$ cat config.mk
export PLATFORM = sky130hd
export DESIGN_NAME = hcb_host
export DESIGN_NICKNAME = d
export VERILOG_FILES = /design/src/hw/hcb_pkg.sv /design/src/hw/hcb_sync.sv /design/src/hw/hcb_host.sv
export SDC_FILE = /design/constraint.sdc
export NUM_CORES = 1
export LEC_CHECK = 0
export BUFFER_PORTS_ARGS = -buffer_cell sky130_fd_sc_hd__buf_2
export CAP_MARGIN = 15
export CORE_ASPECT_RATIO = 1.4
export CORE_MARGIN = 3
export CORE_UTILIZATION = 55
export CTS_CLUSTER_SIZE = 8
export DETAILED_ROUTE_END_ITERATION = 8
export PLACE_DENSITY = 0.78
export SLEW_MARGIN = 20
export SYNTH_ARGS = -nofsm -noshare
export SYNTH_HDL_FRONTEND = slang
export SYNTH_SLANG_ARGS = --single-unit
$ cat constraint.sdc
create_clock -name pclk -period 3.25 [get_ports pclk]
set_clock_uncertainty 0.1 [all_clocks]
set_input_delay 0.4875 -clock pclk [delete_from_list [all_inputs] [get_ports pclk]]
set_output_delay 0.4875 -clock pclk [all_outputs]
set_load 0.005 [all_outputs]
$ cat src/hw/hcb_pkg.sv
// Constants and types for the parallel register bus controller.
// Assumes a 100 MHz pclk and a device with 11 address and 16 data pins.
package hcb_pkg;
   localparam int CLK_PERIOD_NS = 10;
   localparam int ADDR_W        = 11;
   localparam int DATA_W        = 16;
   localparam int APB_AW        = 8;
   // Register offsets on APB
   localparam logic [7:0] OFS_CTRL    = 8'h00;
   localparam logic [7:0] OFS_ADDR    = 8'h04;
   localparam logic [7:0] OFS_WDATA   = 8'h08;
   localparam logic [7:0] OFS_CMD     = 8'h0C;
   localparam logic [7:0] OFS_STATUS  = 8'h10;
   localparam logic [7:0] OFS_RDATA   = 8'h14;
   localparam logic [7:0] OFS_IRQ_ST  = 8'h18;
   localparam logic [7:0] OFS_IRQ_CLR = 8'h1C;
   localparam logic [7:0] OFS_IRQ_EN  = 8'h20;
   // Control register fields
   localparam int CTRL_STROBE_MODE = 0;
   localparam int CTRL_WIDE        = 1;
   localparam int CTRL_SWAP        = 2;
   localparam int CTRL_MUX_ADDR    = 3;
   localparam int CTRL_W           = 4;
   localparam logic [3:0] CTRL_RESET = 4'h0;
   // Command register fields
   localparam int CMD_START = 0;
   localparam int CMD_READ  = 1;
   // Interrupt status fields
   localparam int IRQ_DONE    = 0;
   localparam int IRQ_DEV_INT = 1;
   localparam int IRQ_TIMEOUT = 2;
   localparam int IRQ_W       = 3;
   // Time allowed for the device to answer ready
   localparam int READY_TIMEOUT_NS  = 2560;
   localparam int READY_TIMEOUT_CYC = READY_TIMEOUT_NS / CLK_PERIOD_NS;
   localparam int TMO_W             = 9;

   typedef enum logic [5:0] {
      ST_IDLE    = 6'b000001,
      ST_ADDR    = 6'b000010,
      ST_SETUP   = 6'b000100,
      ST_STROBE  = 6'b001000,
      ST_RECOVER = 6'b010000,
      ST_DONE    = 6'b100000
   } hcb_state_e;
endpackage

$ cat src/hw/hcb_sync.sv
// Two-flop synchroniser for a bundle of pin inputs.
// Assumes each bit is an independent level from outside the pclk domain.
`timescale 1ns/1ps
`default_nettype none
module hcb_sync #(
   parameter int W = 1,
   parameter logic [W-1:0] INIT = '0
) (
   input  wire logic         pclk,
   input  wire logic         presetn,
   input  wire logic [W-1:0] d,
   output logic      [W-1:0] q
);
   logic [W-1:0] meta;
   genvar i;
   generate
      for (i = 0; i < W; i++) begin : g_bit
         always_ff @(posedge pclk or negedge presetn) begin
            if (!presetn) begin
               meta[i] <= INIT[i];
               q[i]    <= INIT[i];
            end else begin
               meta[i] <= d[i];
               q[i]    <= meta[i];
            end
         end
      end
   endgenerate
endmodule
`default_nettype wire

$ cat src/hw/hcb_host.sv
// Host controller that runs register cycles on a parallel device bus.
// Assumes an APB master on pclk and device pins resolved by the bench.
//
// Chosen here: the APB slave port and the address map.
`timescale 1ns/1ps
`default_nettype none
module hcb_host (
   input  wire logic        pclk,
   input  wire logic        presetn,
   input  wire logic        psel,
   input  wire logic        penable,
   input  wire logic        pwrite,
   input  wire logic [7:0]  paddr,
   input  wire logic [31:0] pwdata,
   output logic      [31:0] prdata,
   output logic             pready,
   output logic             pslverr,
   output logic             irq,
   output logic      [10:0] dev_addr,
   output logic             dev_ale,
   output logic             dev_cs_n,
   output logic             dev_rd_ds_n,
   output logic             dev_wr_rw,
   output logic             byte_lane_swap,
   output logic             dev_wide,
   output logic      [15:0] dev_data_out,
   output logic      [1:0]  dev_data_oe,
   input  wire logic [15:0] dev_data_in,
   input  wire logic        dev_ready_n,
   input  wire logic        dev_int_n
);
   logic [3:0]  ctrl;
   logic [10:0] addr_reg;
   logic [15:0] wdata;
   logic [15:0] rdata;
   logic [2:0]  irq_status;
   logic [2:0]  irq_enable;
   logic [3:0]  op_cfg;
   logic        op_read;
   logic        busy;
   logic [8:0]  tmo;
   logic [15:0] data_s;
   logic        ready_n_s;
   logic        int_n_s;
   logic        int_n_d;
   logic        apb_setup;
   logic        apb_write;
   logic        start;
   logic        ready_seen;
   logic        timed_out;
   logic [3:0]  cur_cfg;
   logic        cur_read;
   hcb_pkg::hcb_state_e state;
   hcb_pkg::hcb_state_e next_state;

   // Lane order as the device applies it; swapping is its own inverse
   function automatic logic [15:0] lane_map(input logic [15:0] d,
                                            input logic [3:0] cfg);
      if (cfg[hcb_pkg::CTRL_WIDE] && cfg[hcb_pkg::CTRL_SWAP])
         return {d[7:0], d[15:8]};
      return d;
   endfunction

   hcb_sync #(.W(18), .INIT(18'h3FFFF)) u_sync (
      .pclk    (pclk),
      .presetn (presetn),
      .d       ({dev_int_n, dev_ready_n, dev_data_in}),
      .q       ({int_n_s, ready_n_s, data_s})
   );

   assign apb_setup = psel && !penable && !pready;
   assign apb_write = psel && penable && pready && pwrite;
   assign start     = apb_write && paddr == hcb_pkg::OFS_CMD &&
                      pwdata[hcb_pkg::CMD_START] && !busy;
   assign busy       = state != hcb_pkg::ST_IDLE;
   assign ready_seen = !ready_n_s;
   assign timed_out  = tmo == 9'(hcb_pkg::READY_TIMEOUT_CYC);
   // On the start edge op_cfg still holds the previous cycle's setting
   assign cur_cfg    = start ? ctrl : op_cfg;
   assign cur_read   = start ? pwdata[hcb_pkg::CMD_READ] : op_read;

   // APB slave: no wait states, read data registered
   always_ff @(posedge pclk or negedge presetn) begin
      if (!presetn) begin
         pready  <= 1'b0;
         pslverr <= 1'b0;
         prdata  <= 32'h0;
      end else begin
         pready  <= apb_setup;
         pslverr <= 1'b0;
         if (apb_setup) begin
            prdata <= 32'h0;
            unique case (paddr)
               hcb_pkg::OFS_CTRL:    prdata <= {28'h0, ctrl};
               hcb_pkg::OFS_ADDR:    prdata <= {21'h0, addr_reg};
               hcb_pkg::OFS_WDATA:   prdata <= {16'h0, wdata};
               hcb_pkg::OFS_STATUS:  prdata <= {30'h0, !int_n_s, busy};
               hcb_pkg::OFS_RDATA:   prdata <= {16'h0, rdata};
               hcb_pkg::OFS_IRQ_ST:  prdata <= {29'h0, irq_status};
               hcb_pkg::OFS_IRQ_EN:  prdata <= {29'h0, irq_enable};
               hcb_pkg::OFS_CMD,
               hcb_pkg::OFS_IRQ_CLR: prdata <= 32'h0;
               default:              pslverr <= 1'b1;
            endcase
         end
      end
   end

   // Software registers; config locked while a cycle runs
   always_ff @(posedge pclk or negedge presetn) begin
      if (!presetn) begin
         ctrl       <= hcb_pkg::CTRL_RESET;
         addr_reg   <= 11'h0;
         wdata      <= 16'h0;
         irq_enable <= 3'h0;
      end else if (apb_write) begin
         if (paddr == hcb_pkg::OFS_CTRL && !busy)
            ctrl <= pwdata[3:0];
         if (paddr == hcb_pkg::OFS_ADDR && !busy)
            addr_reg <= pwdata[10:0];
         if (paddr == hcb_pkg::OFS_WDATA && !busy)
            wdata <= pwdata[15:0];
         if (paddr == hcb_pkg::OFS_IRQ_EN)
            irq_enable <= pwdata[2:0];
      end
   end

   // Sticky events; a new event wins over a clear in the same cycle
   always_ff @(posedge pclk or negedge presetn) begin
      if (!presetn) begin
         irq_status <= 3'h0;
         int_n_d    <= 1'b1;
      end else begin
         int_n_d <= int_n_s;
         irq_status <= irq_status & ~((apb_write &&
                       paddr == hcb_pkg::OFS_IRQ_CLR) ? pwdata[2:0] : 3'h0);
         if (state == hcb_pkg::ST_DONE)
            irq_status[hcb_pkg::IRQ_DONE] <= 1'b1;
         if (int_n_d && !int_n_s)
            irq_status[hcb_pkg::IRQ_DEV_INT] <= 1'b1;
         if (state == hcb_pkg::ST_STROBE && timed_out && !ready_seen)
            irq_status[hcb_pkg::IRQ_TIMEOUT] <= 1'b1;
      end
   end

   assign irq = |(irq_status & irq_enable);

   always_comb begin
      next_state = state;
      unique case (state)
         hcb_pkg::ST_IDLE:
            if (start)
               next_state = ctrl[hcb_pkg::CTRL_MUX_ADDR] ?
                            hcb_pkg::ST_ADDR : hcb_pkg::ST_SETUP;
         hcb_pkg::ST_ADDR:    next_state = hcb_pkg::ST_SETUP;
         hcb_pkg::ST_SETUP:   next_state = hcb_pkg::ST_STROBE;
         hcb_pkg::ST_STROBE:
            if (ready_seen || timed_out)
               next_state = hcb_pkg::ST_RECOVER;
         hcb_pkg::ST_RECOVER: next_state = hcb_pkg::ST_DONE;
         hcb_pkg::ST_DONE:    next_state = hcb_pkg::ST_IDLE;
         default:             next_state = hcb_pkg::ST_IDLE;
      endcase
   end

   always_ff @(posedge pclk or negedge presetn) begin
      if (!presetn)
         state <= hcb_pkg::ST_IDLE;
      else
         state <= next_state;
   end

   // Operation captured at start so software cannot disturb a cycle
   always_ff @(posedge pclk or negedge presetn) begin
      if (!presetn) begin
         op_cfg  <= hcb_pkg::CTRL_RESET;
         op_read <= 1'b0;
      end else if (start) begin
         op_cfg  <= ctrl;
         op_read <= pwdata[hcb_pkg::CMD_READ];
      end
   end

   // Ready wait bound; a dead device would otherwise hang the bus
   always_ff @(posedge pclk or negedge presetn) begin
      if (!presetn)
         tmo <= 9'h0;
      else if (state == hcb_pkg::ST_STROBE && !timed_out)
         tmo <= tmo + 9'h1;
      else if (state != hcb_pkg::ST_STROBE)
         tmo <= 9'h0;
   end

   // Read data taken when ready is seen, lanes put back in register order
   always_ff @(posedge pclk or negedge presetn) begin
      if (!presetn)
         rdata <= 16'h0;
      else if (state == hcb_pkg::ST_STROBE && ready_seen && op_read)
         rdata <= op_cfg[hcb_pkg::CTRL_WIDE] ?
                  lane_map(data_s, op_cfg) : {8'h0, data_s[7:0]};
   end

   // Device pins
   always_ff @(posedge pclk or negedge presetn) begin
      if (!presetn) begin
         dev_addr       <= 11'h0;
         dev_ale        <= 1'b1;
         dev_cs_n       <= 1'b1;
         dev_rd_ds_n    <= 1'b1;
         dev_wr_rw      <= 1'b1;
         dev_data_out   <= 16'h0;
         dev_data_oe    <= 2'b00;
         byte_lane_swap <= 1'b0;
         dev_wide       <= 1'b0;
      end else begin
         byte_lane_swap <= cur_cfg[hcb_pkg::CTRL_SWAP];
         dev_wide       <= cur_cfg[hcb_pkg::CTRL_WIDE];
         unique case (next_state)
            hcb_pkg::ST_ADDR: begin
               dev_addr <= addr_reg;
               dev_ale  <= 1'b1;
            end
            hcb_pkg::ST_SETUP: begin
               dev_addr <= addr_reg;
               dev_ale  <= !cur_cfg[hcb_pkg::CTRL_MUX_ADDR];
               dev_cs_n <= 1'b0;
               dev_wr_rw <= cur_cfg[hcb_pkg::CTRL_STROBE_MODE] ?
                            cur_read : 1'b1;
               dev_data_out <= cur_cfg[hcb_pkg::CTRL_WIDE] ?
                  lane_map(wdata, cur_cfg) :
                  {8'h0, addr_reg[0] ? wdata[15:8] : wdata[7:0]};
               dev_data_oe <= cur_read ? 2'b00 :
                  {cur_cfg[hcb_pkg::CTRL_WIDE], 1'b1};
            end
            hcb_pkg::ST_STROBE: begin
               if (!op_cfg[hcb_pkg::CTRL_STROBE_MODE]) begin
                  dev_rd_ds_n <= !op_read;
                  dev_wr_rw   <= op_read;
               end else
                  dev_rd_ds_n <= 1'b0;
            end
            hcb_pkg::ST_RECOVER: begin
               dev_rd_ds_n <= 1'b1;
               dev_wr_rw   <= op_cfg[hcb_pkg::CTRL_STROBE_MODE] ?
                              op_read : 1'b1;
            end
            hcb_pkg::ST_DONE: begin
               dev_cs_n    <= 1'b1;
               dev_data_oe <= 2'b00;
            end
            default: begin
               dev_ale   <= 1'b1;
               dev_cs_n  <= 1'b1;
               dev_wr_rw <= 1'b1;
            end
         endcase
      end
   end
endmodule
`default_nettype wire

==> impl_results.md, run 1 <==
* Status: finished clean
* Clk sinks at between 150 and 200
* Hold Fails Final Rpt at 0
* Layout cells sized above 1 at 0.3627
* Final Cell Area at just over 0.008 mm2
* Yosys cell types at 60
* Die Span Y at 139.5 um
* Max FO, Critical Path at 17
* Sum Neg Setup Slack at 0 ps
* Grt ovf at 0
* P_leak at between 3 and 4 nW
* Area share of the largest cell type after synthesis at 0.4256
* Hold Slack at 2.357 ps
* Global Route Usage Sum at 0.2384
* Fmax at roughly 0.32 GHz
* DRT iter0 DRCs at roughly 350
* Worst path slowest cell: or4b_1
* Critical Path RT at 3440 ps
* Slew @ Worst Pin at approximately 740 ps
* # rows at between 40 and 50
* Post-synth EDFFs at 0
* Final setup viols at 0
* Drt via density at just under 6
* Worst setup SP type: register
* Clock tree from TritonCTS: yes
* CP Cell Sequence: or4_4 > or4b_1 > o21ai_4 > and2_1 > buf_4 > mux2i_1 > o21ai_1
* Vias in the first global route at 5132
* Initial Utilization at 0.5655
* Syn Area/Cell at roughly 12 um2
* Root Buffer: clkbuf_16
* Final Wtd Congestion at approximately 0.89
* Setup WS pre-CTS at approximately 220 ps
* Maxcap violations at 0
* Ant diodes at 0
* Fin crit period at roughly 3000 ps
* Die ar. at about 0.014 mm2
* Crit path capture type: register
* Worst VDD drop at approximately 0.4 mV
* Nets at 766
* Chip width at 101.3 um
* Fin. max-slew vios at 0
* Largest area contributor in the netlist: dfrtp_1
* Clock buffer depth at 2
* Port Buffers at 100
* Routed WL at roughly 16000 um
* CP Buf/Inv Count at 1
* Post-cts sizing count at 0
* PwrDens at slightly below 500 mW/mm2
* Total I/O pin count at around 130
* First-pass GRT wire length at 26100 um
* Clock Latency Late Sink at between 400 and 500 ps
* Min setup slack post-route at approximately 170 ps
* Routed len/inst at approximately 19 um
* Cts hold-fix bufs at 0
* Antenna violations before repair at 0
* H-tree depth at 4
* Routed Antenna Nets at 0
* Arr. time, crit path at 3270 ps
* Area Overhead vs Synth at 17.33%
* Async set-or-reset flop fraction in the synthesized netlist at 1.000
* Vias at roughly 5100
* Post-synth top flop: dfrtp_1
* R2R depth at 7
* Setup CP Type: reg -> reg
* YS warnings at 0
* Clk slew on worst S/H paths at around 70 ps
* Largest stage delay on the critical path at roughly 760 ps
* TritonCTS buffer count at 17
* Synth Register Bits at 161
* Crit. path cell count at 7
* First drt pass iteration count at 6
* DP HPWL at around 12000 um
* Residual DRC at 0
* CP top delay family: simple AND/OR/NAND/NOR gates
* Largest regs: u_sync.meta (18), u_sync.q (18)
* Pin count of the biggest net entering global routing at 83
* Slew headroom at 0.5051
* Mapped Cells at 591
* Final period util at 0.9479
* Setup Fix Bufs, Post-CTS at 0
* Synth area leaders: dfrtp_1, dfstp_2, mux2_2
* RSZ-0062 raised after global routing: no
* Core box area at between 0.01 and 0.015 mm2
* Seq/Total Area, Yosys at 0.5833
* Worst Hold Class: in -> async
* Synth Cell Area at roughly 0.0070 mm2
* Dpl cell area at roughly 0.0076 mm2
-- power by group --
part | internal [mW] | switching [mW]
Sequential | 2.05 | 0.0132
Combinational | 0.0420 | 0.0840
Clock | 1.06 | 0.808
Total | 3.16 | 0.905
-- synth_stat cells (all sizes together) (2+ instances only) --
| cell type | instances |
|---|---|
| o21bai | 2 |
| nor3b | 2 |
| buf | 22 |
| or2 | 2 |
| a221oi | 4 |
| or3 | 5 |
| inv | 15 |
| xor2 | 6 |
| mux2 | 57 |
| nor4 | 5 |
| nor2 | 22 |
| a211o | 7 |
| clkbuf | 21 |
| nand3b | 2 |
| a21oi | 17 |
| nand2 | 71 |
| xnor2 | 2 |
| ha | 2 |
| mux2i | 25 |
| o22ai | 3 |
| a22o | 8 |
| nand4 | 5 |
| dfrtp | 119 |
| dfstp | 42 |
| nand3 | 18 |
| a22oi | 5 |
| nor4b | 3 |
| a211oi | 2 |
| a21boi | 9 |
| a32o | 2 |
| nor3 | 8 |
| o21ai | 45 |
| and2 | 2 |
| or4b | 2 |
| or4 | 2 |
| a222oi | 9 |
| nand2b | 2 |
| nor2b | 5 |
-- stage by stage --
step | utilization | std cells | power, mW
floorplan | - | 606 | 2.143
global placement | 0.6180 | 832 | 2.220
detailed placement | 0.6180 | 832 | 2.225
CTS | 0.6635 | 864 | 4.097
global route | 0.6635 | 864 | 4.220
finish | 0.6635 | 864 | 4.060
-- layout by cell type (no fill, tap or decap), types with 8 or more instances in the layout --
cell and n:
a21boi_0 9, a21oi_1 16, a222oi_1 9, a22o_1 8
buf_2 99, buf_4 18, clkbuf_16 18, conb_1 16
dfrtp_1 119, dfstp_2 42, inv_1 15, mux2_2 57
mux2i_1 25, nand2_1 71, nand3_1 18, nor2_1 21
o21ai_0 35, o21ai_1 9
-- worst reg2reg max path: stages (launching register included) --
cell and delay, ps:
dfrtp_1 430, or4_4 590, or4b_1 760, o21ai_4 340, and2_1 160, buf_4 250, mux2i_1 250, o21ai_1 80
-- logic make-up (layout without fill, tap and decap cells) --
group,Yosys count,count (layout),synth area share
compound gates,120,120,0.1159
other cells,1,16,0.0005360
xor+xnor,8,8,0.01001
fa+ha+maj,2,2,0.003576
simple gates,159,159,0.1130
flops,161,161,0.5833
buf+inv,58,166,0.04613
mux,82,82,0.1275
-- area by class of cell --
cell class	instances	area [um2]
clock buffer	21	471.7
clock inverter	11	91.34
fill	941	4163
inverter	15	56.30
multi-input combinational	387	2659
sequential	161	4081
tap	150	187.7
timing repair buffer	119	661.9
-- per-layer routing --
metal,global-route usage,share of wire
met1,0.2800,0.39
met2,0.4128,0.52
met3,0.04614,0.049
met4,0.1120,0.042
met5,0,0
-- worst paths after layout --
check	slack, ps	end	start
min in group pclk	70	u_sync.meta[16]	dev_ready_n
max in group asynchronous	2210	dev_data_out[3]	presetn
setup reg to reg	170	dev_data_out[11]	state[2]
hold reg to reg	250	u_sync.q[6]	u_sync.meta[6]
hold / removal	2	addr_reg[8]	presetn
setup / recovery	170	dev_data_out[11]	state[2]
Note: power is estimated with default switching activity, not from simulation.
==> run 2: changes to the inputs <==
--- a/config.mk
+++ b/config.mk
@@ -9,10 +9,11 @@
 export CAP_MARGIN = 15
 export CORE_ASPECT_RATIO = 1.4
 export CORE_MARGIN = 3
-export CORE_UTILIZATION = 55
+export CORE_UTILIZATION = 56
+export CTS_BUF_LIST = sky130_fd_sc_hd__clkbuf_8
 export CTS_CLUSTER_SIZE = 8
 export DETAILED_ROUTE_END_ITERATION = 8
-export PLACE_DENSITY = 0.78
+export PLACE_DENSITY = 0.8
 export SLEW_MARGIN = 20
 export SYNTH_ARGS = -nofsm -noshare
 export SYNTH_HDL_FRONTEND = slang
==> run 2 against run 1 <==
Compared with the run above: sequential power hardly changed; global-route usage is 0.66 points higher; critical path depth shrank 1; clock power fell by 22%; fmax grew 0.16%; largest cell class unchanged; first-iteration DRC count shrank 6.6%; register-to-register slack hardly changed; flip-flop and latch count stayed put; final cell count up 0.12%; largest power group unchanged; routed wire length rose by 2.3%; sequential share of layout area up 0.89 points.
==> impl_results.md, run 2 (synthesis results as in run 1) <==
* Worst VDD drop at 0.2668 mV
* Hold Path Sink: u_sync.meta[0]
* Worst Hold Class: in -> reg
* Fill cell total of the finished layout at 911
* Pin count of the biggest net entering global routing at 73
* Largest regs: u_sync.meta (18), u_sync.q (18)
* First-pass GRT wire length at between 20000 and 30000 um
* Port Buffers at 100
* Root Buffer: clkbuf_8
* Vias in the first global route at between 5000 and 6000
* Initial Utilization at 0.5832
* Clk sinks at 161
* Max FO, Critical Path at 8
* Final setup viols at 0
* Slew headroom at 0.4930
* Inst Count DP at between 800 and 900
* Final Wtd Congestion at ~0.85
* P_leak at 3.916 nW
* Reg2reg end: dev_data_out[7]
* Most frequent cells in the layout: dfrtp_1, buf_2, nand2_1
* Min setup slack post-route at 174.3 ps
* Die ar. at 0.01389 mm2
* Post-cts sizing count at 0
* Nets at between 700 and 800
* Routed Antenna Nets at 0
* Antenna violations before repair at 1
* Most common cell after layout, fill and taps aside: dfrtp_1
* Routed len/inst at between 15 and 20 um
* Vias at 5108
* Fin crit period at 3076 ps
* H-tree depth at 4
* Sum Neg Setup Slack at 0 ps
* FF-to-FF Start: state[2]
* Worst Hold Launch: dev_data_in[0]
* Clock tree from TritonCTS: yes
* Setup WS pre-CTS at about 210 ps
* TritonCTS buffer count at 17
* # rows at 47
* Crit path capture type: register
* DRT iter0 DRCs at about 330
* Chip width at ~100 um
* DP HPWL at around 12000 um
* Clock Latency Late Sink at ~460 ps
* Fin. max-slew vios at 0
* Global Route Usage Sum at 0.2450
* Setup CP Type: reg -> reg
* Worst reg2reg setup slack at approximately 170 ps
* Status: finished clean
* Fmax at ~0.33 GHz
* R2R depth at 6
* Maxcap violations at 0
* Worst setup SP type: register
* Slew @ Worst Pin at 758.7 ps
* First drt pass iteration count at 5
* Layout cells sized above 1 at 0.3603
* Total I/O pin count at between 100 and 150
* Hold Fails Final Rpt at 0
* Grt ovf at 0
* Clk slew on worst S/H paths at ~80 ps
* Critical Path RT at ~3500 ps
* Non-Filler Instances at 865
* Area Overhead vs Synth at 15.27%
* Residual DRC at 0
* Final period util at 0.9464
* Drt via density at approximately 5.9
* Die Span Y at ~140 um
* Hold depth at 1
* RSZ-0062 raised after global routing: no
* CP startpoint: state[2]
* Clock buffer depth at 2
* Core box area at 0.01200 mm2
* Hold Slack at 28.34 ps
* Routed WL at 16480 um
* PwrDens at 450.6 mW/mm2
* Arr. time, crit path at 3350 ps
## run 2: cell types whose count changed in the layout (fill, tap and decap cells not counted), sizes merged
cell,previous run,this run
clkinvlp,0,4
bufinv,0,2
clkbuf,21,19
clkinv,3,1
diode,0,2
dlygate4sd3,0,2
inv,23,21
## run 2: final cells by class
cell class | instances | area, um2 | area share
Antenna cell | 2 | 5.005 | 0.0006205
Tap cell | 147 | 183.9 | 0.02280
Clock inverter | 13 | 136.4 | 0.01691
Timing Repair Buffer | 121 | 681.9 | 0.08455
Multi-Input combinational cell | 387 | 2659 | 0.3297
Clock buffer | 19 | 261.5 | 0.03242
Inverter | 15 | 56.30 | 0.006981
Sequential cell | 161 | 4081 | 0.5060
## run 2: worst max-delay path, cell delays in order, from the launching register on
cell      delay (ps)
dfrtp_1          450
or4_4            590
or4b_1           750
nor3_2           410
o21bai_1         300
a21o_1           270
o21ai_1          130
## run 2: through the flow
stage	utilization	total power [mW]	area, um2
2_1_floorplan	-	2.143	7053
3_3_place_gp	0.6370	2.219	7642
3_5_place_dp	0.6370	2.225	7642
4_1_cts	0.6710	3.659	8050
5_1_grt	0.6723	3.774	8065
6_report	0.6723	3.634	8065
## run 2: routing by layer
layer,vias to the layer above,share of wire,GRT usage
met5,-,0,0
met4,0,0.060,0.1568
met3,61,0.060,0.04385
met2,220,0.50,0.4046
met1,2511,0.38,0.2908
li1,2316,-,-
## run 2: report_power, final
group	internal (mW)	switching, mW
logic	0.0433	0.0847
clock network	0.722	0.724
registers	2.05	0.0129
## run 2: repair_timing
item	in CTS	in global routing
hold buffers	1	1
buffers inserted	0	0
hold endpoints to repair	40	1
endpoints found under the setup margin	0	0
## run 2: worst max path at each step
stage	end	slack, ps
3_3_place_gp	dev_data_out[9]	270
6_report	dev_data_out[7]	170
5_1_grt	dev_data_out[7]	40
4_1_cts	dev_data_out[9]	190
2_1_floorplan	addr_reg[0]	490
3_5_place_dp	dev_data_out[9]	210
==> run 3: changes to the inputs <==
--- a/config.mk
+++ b/config.mk
@@ -13,6 +13,7 @@
 export CTS_BUF_LIST = sky130_fd_sc_hd__clkbuf_8
 export CTS_CLUSTER_SIZE = 8
 export DETAILED_ROUTE_END_ITERATION = 8
+export HOLD_SLACK_MARGIN = 0.12
 export PLACE_DENSITY = 0.8
 export SLEW_MARGIN = 20
 export SYNTH_ARGS = -nofsm -noshare
==> constraint.sdc (replaced) <==
create_clock -name pclk -period 3.25 [get_ports pclk]
set_clock_uncertainty 0.1 [all_clocks]
set_input_delay 0.975 -clock pclk [delete_from_list [all_inputs] [get_ports pclk]]
set_output_delay 0.975 -clock pclk [all_outputs]
set_load 0.005 [all_outputs]
==> run 3 against run 2 <==
Compared with the run above: register-to-register slack improved by 140 ps; clock power barely moved; utilization rose by 1.1 points; design area rose by 1.6%; sequential power barely moved; combinational power rose by 5%; setup slack improved by 140 ps; critical endpoint unchanged; largest cell class unchanged.
==> impl_results.md, run 3 (synthesis results as in run 1) <==
* Residual DRC at 0
* Vias in the first global route at roughly 5200
* Clock Latency Late Sink at ~470 ps
* Worst path slowest cell: or4_4
* Fmax at 0.3404 GHz
* CP top delay family: simple AND/OR/NAND/NOR gates
* Final Wtd Congestion at between 0.8 and 0.9
* Critical Path RT at 3530 ps
* Final period util at 0.9038
* Setup Fix Bufs, Post-CTS at 0
* Max FO, Critical Path at 8
* Hold depth at 0
* Antenna violations before repair at 0
* P_leak at 4.012 nW
* Worst reg2reg setup slack at ~310 ps
* Area Overhead vs Synth at 17.15%
* Slew @ Worst Pin at between 600 and 700 ps
* Cts hold-fix bufs at 0
* Fin crit period at slightly below 3000 ps
* Largest regs: u_sync.meta (18), u_sync.q (18)
* Worst setup SP type: register
* CP Buf/Inv Count at 1
* Hold Fails Final Rpt at 0
* Total I/O pin count at 133
* Clock tree from TritonCTS: yes
* Pin count of the biggest net entering global routing at 68
* First-pass GRT wire length at around 27000 um
* Inst Count DP at 850
* Port Buffers at 100
* Reg2reg end: dev_data_out[7]
* Clk slew on worst S/H paths at 90 ps
* Worst Hold Launch: u_sync.meta[2]
* Status: finished clean
* Post-cts sizing count at 0
* Chip width at ~100 um
* Ant diodes at 0
* Fill cell total of the finished layout at just under 900
* Min setup slack post-route at approximately 310 ps
* RSZ-0062 raised after global routing: no
* Maxcap violations at 0
* Most frequent cells in the layout: dfrtp_1, buf_2, nand2_1
* # rows at 47
* Slew headroom at 0.5417
* Routed WL at about 17000 um
* Final setup viols at 0
* Setup CP Type: reg -> reg
* Grt ovf at 0
* Vias at slightly above 5000
* First drt pass iteration count at 5
* H-tree depth at 4
* Fin. max-slew vios at 0
* PwrDens at 442.3 mW/mm2
* Global Route Usage Sum at 0.2468
* Routed Antenna Nets at 0
* Setup WS pre-CTS at -25.97 ps
* CP Cell Sequence: or4_4 > or4b_1 > buf_4 > nor3_2 > o21bai_1 > a21o_1 > o21ai_1
* Layout cells sized above 1 at 0.3823
* Clk sinks at between 150 and 200
* Final core utilization at 0.6833
* Root Buffer: clkbuf_8
* FF-to-FF Start: state[2]
* Nets at 787
* Initial Utilization at 0.5832
* Die Span Y at between 100 and 150 um
* Worst VDD drop at 0.2495 mV
* Routed len/inst at ~19 um
* Drt via density at ~5.9
* Crit path capture type: register
* Arr. time, crit path at roughly 3200 ps
* R2R depth at 7
* Crit. path cell count at 7
* Largest stage delay on the critical path at around 590 ps
* Core box area at around 0.012 mm2
* Die ar. at about 0.014 mm2
* TritonCTS buffer count at 17
* Clock buffer depth at 2
* Worst Hold Class: reg -> reg
* DRT iter0 DRCs at around 340
* Most common cell after layout, fill and taps aside: dfrtp_1
* Hold Path Sink: u_sync.q[2]
* Non-Filler Instances at 882
* DP HPWL at approximately 12000 um
run 3: cell types whose count changed in the layout (fill, tap and decap cells not counted), sizes merged:
cell / change
dlygate4sd3: -2
buf: +21
clkinvlp: -4
clkinv: +2
inv: +3
bufinv: -1
diode: -2
run 3: through the flow:
stage               total power [mW]  cell area, um2  hold slack (ps)  TNS, ps
global placement               2.228            7812            245.9   -86.93
floorplan                      2.143            7053            245.2        0
CTS                            3.652            8197            259.6        0
detailed placement             2.234            7812            246.8   -92.62
finish                         3.626            8197            257.9        0
global route                   3.750            8197            259.5        0
run 3: worst max path at each step:
stage	start	endpoint	slack, ps
after global placement	paddr[1]	dev_data_out[4]	-20
after detailed placement	paddr[1]	dev_data_out[4]	-30
after CTS	state[2]	dev_data_out[7]	330
after floorplan	paddr[5]	dev_data_out[15]	160
final	state[2]	dev_data_out[7]	310
after global routing	state[2]	dev_data_out[1]	210
run 3: cell type report:
type | count | area, um2 | share of cell area
Clock buffer | 19 | 261.5 | 0.03190
Clock inverter | 13 | 122.6 | 0.01496
Inverter | 15 | 56.30 | 0.006869
Multi-Input combinational cell | 387 | 2659 | 0.3244
Sequential cell | 161 | 4081 | 0.4979
Tap cell | 147 | 183.9 | 0.02244
Timing Repair Buffer | 140 | 832.0 | 0.1015
run 3: per-layer routing:
layer  track usage  vias to the layer above  share of wire
met3       0.04133                       39          0.060
li1              -                     2347              -
met5             0                        -              0
met2        0.4116                      234           0.52
met4        0.1207                        0          0.037
met1        0.3086                     2568           0.38
run 3: report_power, final:
part	total [mW]	switching, mW	internal [mW]
Combinational	0.135	0.0863	0.0484
Sequential	2.06	0.0132	2.05
Clock	1.43	0.771	0.660
